<file path="config.mk">
export PLATFORM = sky130hd
export DESIGN_NAME = wdps_top
export DESIGN_NICKNAME = d
export VERILOG_FILES = /design/src/design/wdps_pkg.sv /design/src/design/wdps_top.sv
export SDC_FILE = /design/constraint.sdc
export NUM_CORES = 1
export LEC_CHECK = 0
export ABC_AREA = 1
export BUFFER_PORTS_ARGS = -buffer_cell sky130_fd_sc_hd__buf_4
export CAP_MARGIN = 5
export CORE_MARGIN = 4
export CORE_UTILIZATION = 50
export DETAILED_ROUTE_END_ITERATION = 7
export PLACE_DENSITY_LB_ADDON = 0.05
export SKIP_LAST_GASP = 1
export SLEW_MARGIN = 10
export SYNTH_ARGS = -nofsm -noshare
export SYNTH_HDL_FRONTEND = slang
export SYNTH_SLANG_ARGS = --single-unit
</file>
<file path="constraint.sdc">
create_clock -name clk_in -period 2.5 [get_ports clk_in]
set_input_delay 0.125 -clock clk_in [delete_from_list [all_inputs] [get_ports clk_in]]
set_output_delay 0.125 -clock clk_in [all_outputs]
set_load 0.02 [all_outputs]
</file>
<file path="src/design/wdps_pkg.sv">
// package for the watchdog prescale and time-out select block
// assumes a single 25 MHz system clock domain
package wdps_pkg;

  // ==========================================================
  // prescale field
  localparam int unsigned SEL_W = 4;
  localparam logic [3:0] SEL_MAX_VALID = 4'h9; // codes above are reserved
  localparam int unsigned BASE_LOG2 = 11; // code 0 -> 2048 ticks
  localparam int unsigned CNT_W = 22; // holds 2 x 1048576

  // ==========================================================
  // tick divider settings and ratios
  localparam logic [2:0] DIV_SEL_2 = 3'h2;
  localparam logic [2:0] DIV_SEL_3 = 3'h3;
  localparam logic [2:0] DIV_SEL_4 = 3'h4;
  localparam logic [3:0] RATIO_2 = 4'h5;
  localparam logic [3:0] RATIO_3 = 4'h7;
  localparam logic [3:0] RATIO_4 = 4'h9;

  // control bundle
  typedef struct packed {
    logic enable;
    logic [2:0] div_sel;
    logic [SEL_W-1:0] timeout_select;
  } wdps_ctrl_type;

  // event bundle
  typedef struct packed {
    logic early_warning;
    logic timeout;
  } wdps_event_type;

endpackage : wdps_pkg

</file>
<file path="src/design/wdps_top.sv">
// watchdog tick divider, counter and two time-out events
// assumes the slow oscillator clock arrives as an asynchronous pin and
// control comes from logic on clk_in
// Summary of operation
// - four-bit select picks 2048 doubling to 1048576 ticks; 10-15 reserved
// - early warning at selected count; time-out at twice that count
// - divider setting 2: tick clock is slow oscillator divided by five
// - divider setting 3: tick clock is slow oscillator divided by seven
// - divider setting 4: tick clock is slow oscillator divided by nine
`timescale 1ns/100ps
`default_nettype none
module wdps_top
  import wdps_pkg::*;
(
  input wire logic clk_in,
  input wire logic rst_b_in,
  input wire logic slow_oscillator_clock_in,
  input wire logic restart_in,
  input wire wdps_ctrl_type ctrl_in,
  output var wdps_event_type event_out,
  output logic reserved_select_out,
  output logic watchdog_tick_clock_out
);

  // ==========================================================
  // synchroniser and edge detect
  logic sync1_q, sync2_q, sync3_q;
  logic osc_rise;
  // two flops for the asynchronous pin, a third only for edge detect
  always_ff @(posedge clk_in or negedge rst_b_in) begin
    if (!rst_b_in) begin
      sync1_q <= 1'b0;
      sync2_q <= 1'b0;
      sync3_q <= 1'b0;
    end else begin
      sync1_q <= slow_oscillator_clock_in;
      sync2_q <= sync1_q;
      sync3_q <= sync2_q;
    end
  end
  // one-cycle strobe on each rising edge of the synchronised oscillator
  assign osc_rise = sync2_q & ~sync3_q;

  // ==========================================================
  // odd divider producing one tick per ratio oscillator edges
  logic [3:0] ratio;
  logic [3:0] div_q, div_d;
  logic tick_q, tick_d;
  logic valid_div;
  // ratio for the selected setting; any other setting stops the divider
  always_comb begin
    valid_div = 1'b1;
    case (ctrl_in.div_sel)
      DIV_SEL_2: ratio = RATIO_2;
      DIV_SEL_3: ratio = RATIO_3;
      DIV_SEL_4: ratio = RATIO_4;
      default: begin
        ratio = RATIO_2;
        valid_div = 1'b0;
      end
    endcase
  end

  // count oscillator edges and pulse the tick on the last one
  always_comb begin
    div_d = div_q;
    tick_d = 1'b0;
    if (!ctrl_in.enable || !valid_div || restart_in) begin
      div_d = 4'h0;
    end else if (osc_rise) begin
      if (div_q >= ratio - 4'h1) begin
        div_d = 4'h0;
        tick_d = 1'b1;
      end else begin
        div_d = div_q + 4'h1;
      end
    end
  end

  // divider registers
  always_ff @(posedge clk_in or negedge rst_b_in) begin
    if (!rst_b_in) begin
      div_q <= 4'h0;
      tick_q <= 1'b0;
    end else begin
      div_q <= div_d;
      tick_q <= tick_d;
    end
  end

  // ==========================================================
  // tick counter and time-out compare
  logic [CNT_W-1:0] cnt_q, cnt_d, first_cnt;
  logic reserved;
  wdps_event_type ev_q, ev_d;
  assign reserved = ctrl_in.timeout_select > SEL_MAX_VALID;
  assign first_cnt = reserved ? '0 :
    CNT_W'(1) << (BASE_LOG2 + 32'(ctrl_in.timeout_select));

  // step on each tick, flag both time-outs, wrap after the second
  always_comb begin
    cnt_d = cnt_q;
    ev_d = '0;
    if (!ctrl_in.enable || reserved || restart_in) begin
      cnt_d = '0;
    end else if (tick_q) begin
      cnt_d = cnt_q + CNT_W'(1);
      if (cnt_d == first_cnt) begin
        ev_d.early_warning = 1'b1;
      end
      if (cnt_d == (first_cnt << 1)) begin
        ev_d.timeout = 1'b1;
        cnt_d = '0;
      end
    end
  end

  // counter and event registers
  always_ff @(posedge clk_in or negedge rst_b_in) begin
    if (!rst_b_in) begin
      cnt_q <= '0;
      ev_q <= '0;
    end else begin
      cnt_q <= cnt_d;
      ev_q <= ev_d;
    end
  end

  // outputs
  assign event_out = ev_q;
  assign reserved_select_out = reserved;
  assign watchdog_tick_clock_out = tick_q;

  // ==========================================================
  // checks
  property p_early_cnt;
    @(posedge clk_in) disable iff (!rst_b_in)
      ev_q.early_warning |-> cnt_q == first_cnt;
  endproperty
  a_early_cnt: assert property (p_early_cnt)
    else $error("early warning at wrong count");

  property p_timeout_wrap;
    @(posedge clk_in) disable iff (!rst_b_in)
      ev_q.timeout |-> cnt_q == '0 && $past(cnt_q) == (first_cnt << 1) - 1;
  endproperty
  a_timeout_wrap: assert property (p_timeout_wrap)
    else $error("timeout not at twice count");

  property p_reserved_quiet;
    @(posedge clk_in) disable iff (!rst_b_in)
      reserved && $past(reserved) |-> ev_q == '0;
  endproperty
  a_reserved_quiet: assert property (p_reserved_quiet)
    else $error("event with reserved select");

  property p_cnt_step;
    @(posedge clk_in) disable iff (!rst_b_in)
      $past(tick_q) && $past(ctrl_in.enable) && !$past(restart_in)
      && !$past(reserved) && !ev_q.timeout
      |-> cnt_q == CNT_W'($past(cnt_q) + 1);
  endproperty
  a_cnt_step: assert property (p_cnt_step)
    else $error("counter did not step on tick");

  property p_div5;
    @(posedge clk_in) disable iff (!rst_b_in)
      tick_d && ctrl_in.div_sel == DIV_SEL_2 |-> div_q == 4'h4;
  endproperty
  a_div5: assert property (p_div5)
    else $error("divide by five broken");

  property p_div7;
    @(posedge clk_in) disable iff (!rst_b_in)
      tick_d && ctrl_in.div_sel == DIV_SEL_3 |-> div_q == 4'h6;
  endproperty
  a_div7: assert property (p_div7)
    else $error("divide by seven broken");

  property p_div9;
    @(posedge clk_in) disable iff (!rst_b_in)
      tick_d && ctrl_in.div_sel == DIV_SEL_4 |-> div_q == 4'h8;
  endproperty
  a_div9: assert property (p_div9)
    else $error("divide by nine broken");

  property p_tick_single;
    @(posedge clk_in) disable iff (!rst_b_in)
      tick_q |=> !tick_q;
  endproperty
  a_tick_single: assert property (p_tick_single)
    else $error("tick longer than one cycle");

  property p_early_pulse;
    @(posedge clk_in) disable iff (!rst_b_in)
      ev_q.early_warning |=> !ev_q.early_warning;
  endproperty
  a_early_pulse: assert property (p_early_pulse)
    else $error("early warning longer than one cycle");

  property p_timeout_pulse;
    @(posedge clk_in) disable iff (!rst_b_in)
      ev_q.timeout |=> !ev_q.timeout;
  endproperty
  a_timeout_pulse: assert property (p_timeout_pulse)
    else $error("timeout longer than one cycle");

  property p_held_idle;
    @(posedge clk_in) disable iff (!rst_b_in)
      $past(!ctrl_in.enable) || $past(restart_in)
      |-> !tick_q && cnt_q == '0 && ev_q == '0;
  endproperty
  a_held_idle: assert property (p_held_idle)
    else $error("activity while stopped or restarted");

  property p_bad_div_still;
    @(posedge clk_in) disable iff (!rst_b_in)
      $past(!valid_div) |-> !tick_q;
  endproperty
  a_bad_div_still: assert property (p_bad_div_still)
    else $error("tick with unused divider setting");

endmodule : wdps_top
`default_nettype wire

</file>
After elaboration in Yosys (flattened, before gate mapping)
Cells that the tools add are included.
Cells by class
  $mul: 0
  equality and inequality tests: 5
  reductions and logical operators: 9
  magnitude comparators: 2
  divide/modulo/power cells: 0
  bitwise logic cells: 2
  shifts and indexed selects: 1
  mux-type cells: 16
  add/subtract/negate cells: 4
Operator list (number)
  two-way mux 22 bit: 4
  == test 22 bit: 2
  adder 22 x 1 -> 22 bit (second input constant): 1
  left shift 1 x 5 -> 22 bit (first input constant): 1
  two-way mux 4 bit: 3
  case mux 4 bit (2 select lines): 1
  == test 3 x 2 -> 1 bit (second input constant): 2
  two-way mux 1 bit: 6
  adder 4 x 4 -> 5 bit (first input constant): 1
  adder 4 x 1 -> 4 bit (second input constant): 1
  greater-or-equal comparator 4 bit: 1
  greater-than comparator 4 bit (second input constant): 1
  logical OR 1 bit: 4
  two-way mux 2 bit: 2
  nonzero test 2 bit: 2
  subtractor 4 x 1 -> 4 bit (second input constant): 1
  == test 3 bit (second input constant): 1
  OR reduction 3 bit: 1
  logical NOT 1 bit: 2
  bitwise AND 1 bit: 1
  NOT 1 bit: 1
Word-level totals
  latch bits: 0
  input port bits: 12
  bits in writable memories: 0
  memories: 0
  register bits: 32
  ROM bits: 0

Longest topological paths before layout
Gate-level depths: netlist of run 1.
  word-level depth: 7
  mapped depth: 16
  mapped depth without buffers: 15

Worst setup path before layout of run 1
No wires, ideal clock.
  kind: reg-to-reg
  start point: register cnt_q[0]
  end point: register cnt_q[20]
  path buffers: 1
  arrival time: 1.867 ns
  slack: 0.516 ns
  clock period less this slack: 1.984 ns
  cell stages (with the launch flop): 16
  library setup time: 0.117 ns
  cells stage by stage: dfrtp_1 ha_1 nand2_1 nor2_2 nand3_2 nor2_4 nand2_1 nand2_1 nand3_1 nand2_1 nand2_1 nor2_2 nand2_2 buf_6 nand2_1 nand2_1
On the way
  cells in the longest elaborated chain, start to end: 5
Ends and longest elaborated chain
  start, declared: RTL line wdps_top.sv:93  | logic [CNT_W-1:0] cnt_q, cnt_d, first_cnt;
  start signal, assigned: RTL line wdps_top.sv:124  | cnt_q <= cnt_d;
  adder 22 x 1 -> 22 bit *: RTL line wdps_top.sv:107  | cnt_d = cnt_q + CNT_W'(1);
  == test 22 bit: RTL line wdps_top.sv:111  | if (cnt_d == (first_cnt << 1)) begin
  two-way mux 22 bit *: RTL line wdps_top.sv:111
  two-way mux 22 bit *: RTL line wdps_top.sv:106  | end else if (tick_q) begin
  two-way mux 22 bit *: RTL line wdps_top.sv:104  | if (!ctrl_in.enable || reserved || restart_in) begin
Mark *: on every way between the ends. The rest lies on a longest branch, timed or not. The select of a mux whose other input is x is not followed.
A chain may end at the register's enable or synchronous reset.

Worst setup path in the final report of run 1
  start point: register cnt_q[12]
  end point: register cnt_q[15]
Same word-level chain as after synthesis.

==> impl_metrics.env, run 1 <==
export IMPL_status="finished, final reports clean"
export IMPL_dp_slack_ns=0.155
export IMPL_hold_depth=4
export IMPL_clock_fmax_ghz=0.436
export IMPL_synth_nets=446
export IMPL_endpoint_kind="flop"
export IMPL_grt_pass1_vias=2536
export IMPL_grt_pass1_wl_mm=11.8
export IMPL_async_reset_ff_share_pct=100
export IMPL_worstMarginPinSlew_ns=0.479
export IMPL_highest_layer="met4"
export IMPL_final_nets=470
export IMPL_cts_buffers=5
export IMPL_fin_util_pct=58.2
export IMPL_ir_worst_vdd_mv=0.290
export IMPL_design_area_um2=2990
export IMPL_slew_violations=0
export IMPL_min_period_ns=2.29
export IMPL_ys_types=30
export IMPL_synth_cells=427
export IMPL_firstDrtPassIters=5
export IMPL_relSlewSlack_pct=67.7
export IMPL_finalHoldViolCount=0
export IMPL_ff2ff_setup_slack_ns=0.21
export IMPL_antenna_found_initial=0
export IMPL_wl_met3_um=397
export IMPL_syn_avg_cell_area_um2=6.24
export IMPL_worst_slack_ns=0.208
export IMPL_totalWireLength_mm=6.80
export IMPL_dpl_cell_area_um2=2870
export IMPL_core_um2=5140
export IMPL_synth_edff_count=0
export IMPL_grt_start_max_net_pins=33
export IMPL_setup_worst_path_class="flop to flop"
export IMPL_setup_viol=0
export IMPL_crit_arrival_ns=2.47
export IMPL_cts_tree="done"
export IMPL_yosys_top_cells_area="dfrtp_1 30%, nand2_1 21%, inv_1 8.7%, nand3_1 7.1%, nor2_1 7.0%"
export IMPL_synth_warnings=0
export IMPL_viasPerCell=5.19
export IMPL_route_detailed_drc=0
export IMPL_grt_ovfl_total=0
export IMPL_wl_met2_mm=3.10
export IMPL_worstHoldPathType="primary input to flop"
export IMPL_grt_use_total_pct=23.1
export IMPL_critical_path_max_fanout=14
export IMPL_worstHoldStart="restart_in"
export IMPL_cap_violations=0
export IMPL_start_kind="flop"
export IMPL_yosys_area_top_type="dfrtp_1"
export IMPL_whs_ns=0.128
export IMPL_place_congestion=0.999
export IMPL_critical_path_startpoint="cnt_q[12]"
export IMPL_synth_most_common_cell="nand2_1"
export IMPL_synthFlopType="dfrtp_1"
export IMPL_min_period_over_period_pct=91.7
export IMPL_reg2reg_depth=13
export IMPL_drt_iter0_drc=203
export IMPL_r2r_start="cnt_q[12]"
export IMPL_start_util_pct=51.9
export IMPL_diodes=0
export IMPL_final_layout_size_suffix_gt1_share_pct=11.7
export IMPL_wirelength_met1_mm=3.15
export IMPL_clk_pin_slew_ns=0.08
export IMPL_clock_skew_ns=0.0132
export IMPL_netlist_area_um2=2670
export IMPL_min_to="watchdog_tick_clock_out"
export IMPL_critPathRequiredTime_ns=2.67
export IMPL_areaGrowthSynthToFinish_pct=12.3
export IMPL_r2r_end="cnt_q[15]"
export IMPL_post_drt_wl_per_cell_um=13.0
export IMPL_htreeDepth=2
export IMPL_die_w_um=81.0
export IMPL_io_pins=16
export IMPL_row_count=26
export IMPL_power_leakage_nw=1.41
export IMPL_clk_path_buf_depth=2
export IMPL_yosysTopAreaCellShare_pct=30.0
export IMPL_antenna_left=0
export IMPL_power_w=0.00104
export IMPL_die_h_um=81.0
export IMPL_dieArea_um2=6560
export IMPL_cts_root_buf="clkbuf_8"
export IMPL_hpwl_mm=5.33
export IMPL_port_buffers=15
export IMPL_cts_sinks=32
export IMPL_vias=2711
export IMPL_clkLatencyLatePin_ns=0.29
export IMPL_post_cts_buffers=0
export IMPL_ys_ff_latch=32
export IMPL_power_density_nw_per_um2=348
export IMPL_synth_top_cells_by_count="150 x nand2_1, 62 x inv_1, 50 x nor2_1, 38 x nand3_1, 32 x dfrtp_1"
export IMPL_ys_seq_area_share_pct=30.0
-- power breakdown --
part	total (W)	switching (W)	internal, W
Sequential	0.000521	0.00000100	0.000520
Combinational	0.000110	0.0000710	0.0000389
Clock	0.000410	0.000216	0.000194
Total	0.00104	0.000288	0.000753
-- worst max-delay path by stage --
stage	end	cells past startpoint	slack (ns)
after floorplan	cnt_q[20]	15	0.52
after global placement	cnt_q[11]	14	0.22
after detailed placement	cnt_q[15]	14	0.16
after CTS	cnt_q[15]	14	0.13
after global routing	cnt_q[18]	14	-0.01
final	cnt_q[15]	13	0.21
-- layer usage --
metal / GRT usage [%] / vias to the layer above
li1: - / 1388
met1: 31.0 / 1226
met2: 36.8 / 82
met3: 4.88 / 15
met4: 8.45 / 0
met5: 0 / -
-- kinds of logic (layout without fill, tap and decap cells) --
| kind of cell | Yosys count | in the layout | synth area share, % |
|---|---|---|---|
| DFF | 32 | 32 | 30.0 |
| xor gates and xnor gates | 14 | 14 | 4.60 |
| AOI/OAI and AO/OA | 32 | 32 | 7.23 |
| and+or+nand+nor | 274 | 274 | 45.0 |
| adders and majority gates | 7 | 7 | 3.29 |
| buffers and inverters | 68 | 93 | 9.86 |
-- through the flow --
stage | std cells | TNS, ns
6_report | 522 | 0
5_1_grt | 522 | -0.0328
4_1_cts | 522 | 0
3_5_place_dp | 512 | 0
3_3_place_gp | 512 | 0
2_1_floorplan | 427 | 0
-- critical path, cell delays in order (launching register included) --
cell     delay (ns)
dfrtp_1        0.49
nand2_1        0.15
nor2_2         0.19
nand2_1        0.09
nor2_2         0.21
nand2_1        0.08
nand2_1        0.08
nand2_1        0.11
xor2_1         0.15
nand2_1        0.09
nor2_1         0.21
nand2_4        0.16
nand2_1        0.10
nand2_1        0.05
-- area by class of cell --
class	count	area, um2
Fill cell	522	2150
Multi-Input combinational cell	327	1610
Sequential cell	32	801
Inverter	64	240
Timing Repair Buffer	21	163
Clock buffer	5	68.8
Clock inverter	3	18.8
Tap cell	70	87.6
-- flip-flops by register name (all words and copies together) (netlist names) --
register                 cells
cnt_q                       22
div_q                        4
event_out                    2
sync1_q                      1
sync2_q                      1
sync3_q                      1
watchdog_tick_clock_out      1
-- repair_timing --
item,CTS,global route
setup endpoints to repair,0,14
gates resized for setup,0,3
endpoints found under the hold margin,33,0
hold buffers,2,0
-- placed cells by master (no fill, tap or decap), types with 8 or more instances in the layout --
cell	instances
buf_4	19
nand3_1	38
nor2_2	9
inv_1	62
xor2_1	11
nor2_1	49
nand4_1	8
dfrtp_1	32
nand2_1	150
o21ai_0	15
(Power assumes the default switching activity.)
==> inputs of run 2 (changes only) <==
==> constraint.sdc (replaced) <==
create_clock -name clk_in -period 2.5 [get_ports clk_in]
set_input_delay 0.5 -clock clk_in [delete_from_list [all_inputs] [get_ports clk_in]]
set_output_delay 0.5 -clock clk_in [all_outputs]
set_load 0.02 [all_outputs]
==> run 2 against run 1 <==
Against the previous run: combinational power grew 4%; worst hold slack gained 0.019 ns; clock power rose by 4.9%; critical path type unchanged; non-clock buffer count is 3 higher; critical path depth is 1 higher; sequential power hardly changed; largest cell class unchanged; highest routed layer unchanged; register-to-register slack got worse by 0.02 ns; sequential share of layout area is 0.23 points lower; critical endpoint is now cnt_q[18]; flip-flop and latch count unchanged; fmax shrank 0.78%.
==> impl_metrics.env, run 2 (synthesis results as in run 1) <==
export IMPL_grt_pass1_wl_mm=11.2
export IMPL_setup_tns_ns=0
export IMPL_viasPerCell=5.11
export IMPL_grt_ovfl_total=0
export IMPL_areaGrowthSynthToFinish_pct=13.3
export IMPL_grt_use_total_pct=22.0
export IMPL_place_congestion=0.881
export IMPL_power_density_nw_per_um2=353
export IMPL_fin_util_pct=58.7
export IMPL_final_nets=473
export IMPL_antenna_left=0
export IMPL_post_drt_wl_per_cell_um=12.9
export IMPL_regMostFlops="cnt_q"
export IMPL_die_h_um=81.0
export IMPL_die_w_um=81.0
export IMPL_worst_slack_ns=0.190
export IMPL_reg2reg_depth=14
export IMPL_totalWireLength_mm=6.78
export IMPL_worstHoldPathType="primary input to async pin"
export IMPL_port_buffers=15
export IMPL_relSlewSlack_pct=72.1
export IMPL_cts_root_buf="clkbuf_8"
export IMPL_min_period_ns=2.31
export IMPL_cts_buffers=5
export IMPL_dieArea_um2=6560
export IMPL_layout_common_cells="150 x nand2_1, 62 x inv_1, 48 x nor2_1"
export IMPL_cap_violations=0
export IMPL_setup_worst_path_class="flop to flop"
export IMPL_layout_commonest_cell="nand2_1"
export IMPL_min_period_over_period_pct=92.4
export IMPL_finalHoldViolCount=0
export IMPL_power_leakage_nw=1.42
export IMPL_crit_arrival_ns=2.49
export IMPL_clock_skew_ns=0.00648
export IMPL_clk_path_buf_depth=2
export IMPL_grt_start_max_net_pins=33
export IMPL_endpoint_kind="flop"
export IMPL_hpwl_mm=5.32
export IMPL_largest_register_ffs=22
export IMPL_drt_iter0_drc=204
export IMPL_cts_sinks=32
export IMPL_endpoint="cnt_q[18]"
export IMPL_clk_pin_slew_ns=0.07
export IMPL_firstDrtPassIters=4
export IMPL_cts_repair_resize_count=0
export IMPL_final_layout_size_suffix_gt1_share_pct=12.7
export IMPL_row_count=26
export IMPL_final_cells=525
export IMPL_critical_path_max_fanout=14
export IMPL_slew_violations=0
export IMPL_cts_hold_buf=0
export IMPL_io_pins=16
export IMPL_antenna_found_initial=0
export IMPL_ff2ff_setup_slack_ns=0.19
export IMPL_dp_slack_ns=0.0478
export IMPL_cts_tree="done"
export IMPL_status="finished, final reports clean"
export IMPL_start_kind="flop"
export IMPL_vias=2683
export IMPL_worstMarginPinSlew_ns=0.419
export IMPL_setup_viol=0
export IMPL_grt_pass1_vias=2456
export IMPL_route_detailed_drc=0
export IMPL_ir_worst_vdd_mv=0.327
export IMPL_seq_area_um2=801
export IMPL_clock_fmax_ghz=0.433
export IMPL_critPathRequiredTime_ns=2.68
export IMPL_multi_input_area_um2=1620
export IMPL_power_w=0.00106
export IMPL_core_um2=5140
export IMPL_critical_path_startpoint="cnt_q[0]"
export IMPL_r2r_end="cnt_q[18]"
export IMPL_fillers=533
export IMPL_rsz0062_at_grt="false"
export IMPL_start_util_pct=51.9
export IMPL_clkLatencyLatePin_ns=0.29
export IMPL_htreeDepth=2
export IMPL_r2r_start="cnt_q[0]"
export IMPL_post_cts_buffers=0
export IMPL_diodes=0
export IMPL_dp_cells=517
-- run 2: cell count changes in the layout (fill, tap and decap cells not counted) --
cell and change:
buf_4 +5, clkinv_2 -2, dlygate4sd3_1 -2, clkbuf_1 +1, clkbuf_8 +1, clkinv_4 -1
clkinvlp_4 +1, nor2_1 -1, nor2_2 +1
-- run 2: cell type report --
| type | instances | area share [%] |
|---|---|---|
| inverter | 64 | 7.96 |
| timing repair buffer | 24 | 5.97 |
| clock inverter | 1 | 0.249 |
| sequential | 32 | 26.5 |
| multi-input combinational | 327 | 53.5 |
| clock buffer | 7 | 2.86 |
| tap | 70 | 2.90 |
-- run 2: report_power, final --
part	switching, W	internal [W]
Sequential	0.00000104	0.000520
Clock	0.000206	0.000224
Combinational	0.0000724	0.0000415
Total	0.000279	0.000786
-- run 2: worst max-delay path: stages, from the launching register on --
cell and delay [ns]:
dfrtp_1 0.45, ha_1 0.24, nand2_1 0.10, nor2_4 0.18, nand3_2 0.14, nor2_4 0.19
nand3b_2 0.14, nand2_2 0.11, nand2_1 0.05, nand2_1 0.05, nand2_1 0.09, nor2_2 0.16
nand2_4 0.14, nand2_1 0.08, nand2_1 0.05
-- run 2: through the flow --
step | instance area (um2) | hold WS [ns]
6_report | 3020 | 0.147
3_5_place_dp | 2910 | 0.344
3_3_place_gp | 2910 | 0.333
2_1_floorplan | 2670 | 0.204
4_1_cts | 3000 | 0.164
5_1_grt | 3020 | 0.180
-- run 2: how the worst min path moves through the flow --
stage | startpoint | endpoint | slack (ns)
6_report | rst_b_in | cnt_q[2] | 0.15
4_1_cts | rst_b_in | cnt_q[15] | 0.16
2_1_floorplan | rst_b_in | cnt_q[0] | 0.20
5_1_grt | rst_b_in | cnt_q[3] | 0.18
3_5_place_dp | sync1_q | sync2_q | 0.34
3_3_place_gp | sync1_q | sync2_q | 0.33
-- run 2: routing by layer --
metal | vias to the layer above | routed length, um | share of wire [%] | track usage (%)
li1 | 1394 | - | - | -
met1 | 1187 | 3220 | 47 | 29.3
met2 | 79 | 3070 | 45 | 36.1
met3 | 23 | 300 | 4.4 | 3.44
met4 | 0 | 203 | 3.0 | 7.77
met5 | - | 0 | 0 | 0
==> inputs of run 3 (changes only) <==
ABC_AREA = not set   (was 1)
==> run 3 against run 2 <==
Against the previous run: the run now ends with setup timing left; first-iteration DRC count rose by 31%; design area rose by 45%; critical path type unchanged; wire length rose by 56%; critical path depth fell by 5; largest cell class unchanged.
==> impl_metrics.env, run 3 <==
export IMPL_status="finished, violations left"
export IMPL_violations="setup timing"
export IMPL_p_int_w=0.000905
export IMPL_largest_register_ffs=22
export IMPL_viasPerCell=5.96
export IMPL_power_w=0.00125
export IMPL_clk_pin_slew_ns=0.08
export IMPL_io_pins=16
export IMPL_antenna_left=0
export IMPL_route_detailed_drc=0
export IMPL_pwr_share_clk_pct=43.4
export IMPL_worst_slack_ns=-0.318
export IMPL_dieArea_um2=7480
export IMPL_layout_common_cells="134 x buf_4, 32 x dfrtp_1, 28 x nand2_1"
export IMPL_final_layout_size_suffix_gt1_share_pct=36.9
export IMPL_clk_path_buf_depth=2
export IMPL_cts_sinks=32
export IMPL_grtUsageMet3_pct=6.65
export IMPL_die_h_um=86.5
export IMPL_min_period_ns=2.82
export IMPL_vias=3388
export IMPL_relSlewSlack_pct=67.7
export IMPL_cts_tree="done"
export IMPL_die_w_um=86.5
export IMPL_power_leakage_nw=1.98
export IMPL_synthXorXnorAreaFrac_pct=10.6
export IMPL_setup_tns_ns=-3.66
export IMPL_top_usage_layer="met2"
export IMPL_p_switching_w=0.000341
export IMPL_cts_buffers=5
export IMPL_ys_seq_area_share_pct=26.0
export IMPL_synth_compound_area_share_pct=18.3
export IMPL_synth_most_common_cell="dfrtp_1"
export IMPL_setup_worst_path_class="flop to flop"
export IMPL_synth_top_cells_by_count="32 x dfrtp_1, 30 x nand2_1, 25 x nor2_1, 19 x xnor2_1"
export IMPL_syn_avg_cell_area_um2=8.31
export IMPL_seqPwrFrac_pct=41.8
export IMPL_ys_types=72
export IMPL_firstDrtPassIters=5
export IMPL_swShare_pct=27.4
export IMPL_critical_path_max_fanout=5
export IMPL_slew_violations=0
export IMPL_worstHoldPathType="primary input to async pin"
export IMPL_drt_iter0_drc=267
export IMPL_whs_ns=0.134
export IMPL_worstMarginPinSlew_ns=0.479
export IMPL_synth_mux_area_share_pct=1.34
export IMPL_cp_slowest_cell="or4b_4"
export IMPL_grt_pass1_vias=3327
export IMPL_grt_start_max_net_pins=33
export IMPL_antenna_found_initial=0
export IMPL_cts_root_buf="clkbuf_8"
export IMPL_crit_path_max_incr_delay_ns=0.50
export IMPL_cap_violations=0
export IMPL_fillers=474
export IMPL_clkLatencyLatePin_ns=0.29
export IMPL_comb_power_share_pct=14.8
export IMPL_ys_ff_latch=32
export IMPL_final_nets=511
export IMPL_cts_hold_buf=0
export IMPL_start_kind="flop"
export IMPL_power_density_nw_per_um2=286
export IMPL_core_um2=5960
export IMPL_grt_use_total_pct=29.7
export IMPL_dpl_cell_area_um2=4150
export IMPL_final_cells=568
export IMPL_yosys_area_top_type="dfrtp_1"
export IMPL_areaGrowthSynthToFinish_pct=41.7
export IMPL_worstPathCellList="ha_1, or4b_4, or3_4, a22oi_2, buf_4, and4_1, and4_4, nor2_2, a221o_1"
export IMPL_row_count=28
export IMPL_port_buffers=15
export IMPL_finalHoldViolCount=0
export IMPL_grt_util_met1_pct=42.7
export IMPL_hpwl_mm=8.48
export IMPL_clock_skew_ns=0.00726
export IMPL_synth_top_family_by_area="simple AND/OR/NAND/NOR gates"
export IMPL_dp_cells=558
export IMPL_synth_nets=390
export IMPL_ff2ff_setup_slack_ns=-0.32
export IMPL_use_met2_pct=45.5
export IMPL_ir_worst_vdd_mv=0.305
export IMPL_netlist_area_um2=3080
export IMPL_critPathBufInv=1
export IMPL_yosys_top_cells_area="dfrtp_1 26%, xnor2_1 5.4%, xor2_1 3.7%, nand2_1 3.7%, and3_1 3.2%"
export IMPL_place_congestion=0.982
export IMPL_post_drt_wl_per_cell_um=18.6
export IMPL_endpoint_kind="flop"
export IMPL_min_period_over_period_pct=113
export IMPL_diodes=0
export IMPL_cp_top_family="simple AND/OR/NAND/NOR gates"
export IMPL_layout_commonest_cell="buf_4"
export IMPL_design_area_um2=4370
export IMPL_grt_pass1_wl_mm=17.2
export IMPL_synthFlopType="dfrtp_1"
export IMPL_crit_arrival_ns=3.00
export IMPL_synth_warnings=0
export IMPL_async_reset_ff_share_pct=100
export IMPL_rsz0062_at_grt="true"
export IMPL_clock_fmax_ghz=0.355
export IMPL_start_util_pct=51.7
export IMPL_synthAdderAreaFrac_pct=2.84
export IMPL_synth_edff_count=0
export IMPL_synth_cells=371
export IMPL_setup_viol=15
export IMPL_totalWireLength_mm=10.6
export IMPL_yosysTopAreaCellShare_pct=26.0
export IMPL_grt_ovfl_total=0
export IMPL_critPathRequiredTime_ns=2.69
export IMPL_htreeDepth=2
export IMPL_regMostFlops="cnt_q"
export IMPL_synthSimpleGateAreaFrac_pct=35.6
## run 3: repair_timing
action,4_1_cts,5_1_grt
pin swaps,1,4
endpoints found under the setup margin,15,15
buffers inserted,0,2
resized for setup,10,11
## run 3: through the flow
stage,setup slack (ns),utilization (%)
after floorplan,-0.376,-
final,-0.318,73.3
after CTS,-0.317,72.2
after global routing,-0.430,73.3
after global placement,-0.514,69.7
after detailed placement,-0.475,69.7
## run 3: cell type report
| class | count | area [um2] | share of cell area, % |
|---|---|---|---|
| flip-flops and latches | 32 | 801 | 18.3 |
| clock buffers | 5 | 68.8 | 1.58 |
| well taps | 75 | 93.8 | 2.15 |
| repair buffers | 137 | 1040 | 23.8 |
| multi-input cells | 303 | 2270 | 51.9 |
| inverters | 13 | 48.8 | 1.12 |
| clock inverters | 3 | 46.3 | 1.06 |
## run 3: cell families (layout without fill, tap and decap cells)
group | count (synthesis) | count (layout)
and+or+nand+nor | 180 | 180
adders and majority gates | 7 | 7
AOI/OAI and AO/OA | 78 | 78
xor gates and xnor gates | 34 | 34
DFF | 32 | 32
muxes | 4 | 4
buffers and inverters | 36 | 158
## run 3: worst reg2reg max path, stage by stage, from the launching register on
cell	delay, ns
dfrtp_1	0.39
ha_1	0.32
or4b_4	0.51
or3_4	0.35
a22oi_2	0.16
buf_4	0.15
and4_1	0.17
and4_4	0.28
nor2_2	0.06
a221o_1	0.33
## run 3: path summary, 6_finish.rpt
check | from | end | cells after the start
worst min-delay path | rst_b_in | cnt_q[2] | 1
worst max register to register | cnt_q[0] | cnt_q[19] | 9
min in group clk_in | slow_oscillator_clock_in | sync1_q | 1
max in group asynchronous | rst_b_in | cnt_q[18] | 1
worst max-delay path | cnt_q[0] | cnt_q[19] | 9
worst min register to register | sync1_q | sync2_q | 0
## run 3: power groups by stage
| stage | Combinational (W) | Sequential, W | Clock (W) |
|---|---|---|---|
| 5_1_grt | 0.000201 | 0.000522 | 0.000567 |
| 2_1_floorplan | 0.0000993 | 0.000531 | 0 |
| 3_5_place_dp | 0.000179 | 0.000532 | 0 |
| 3_3_place_gp | 0.000175 | 0.000532 | 0 |
| 6_report | 0.000184 | 0.000522 | 0.000540 |
| 4_1_cts | 0.000180 | 0.000521 | 0.000548 |
## run 3: layer usage
layer / vias up / wire, um
li1: 1623 / -
met1: 1604 / 4700
met2: 146 / 4850
met3: 15 / 857
met4: 0 / 165
met5: - / 0
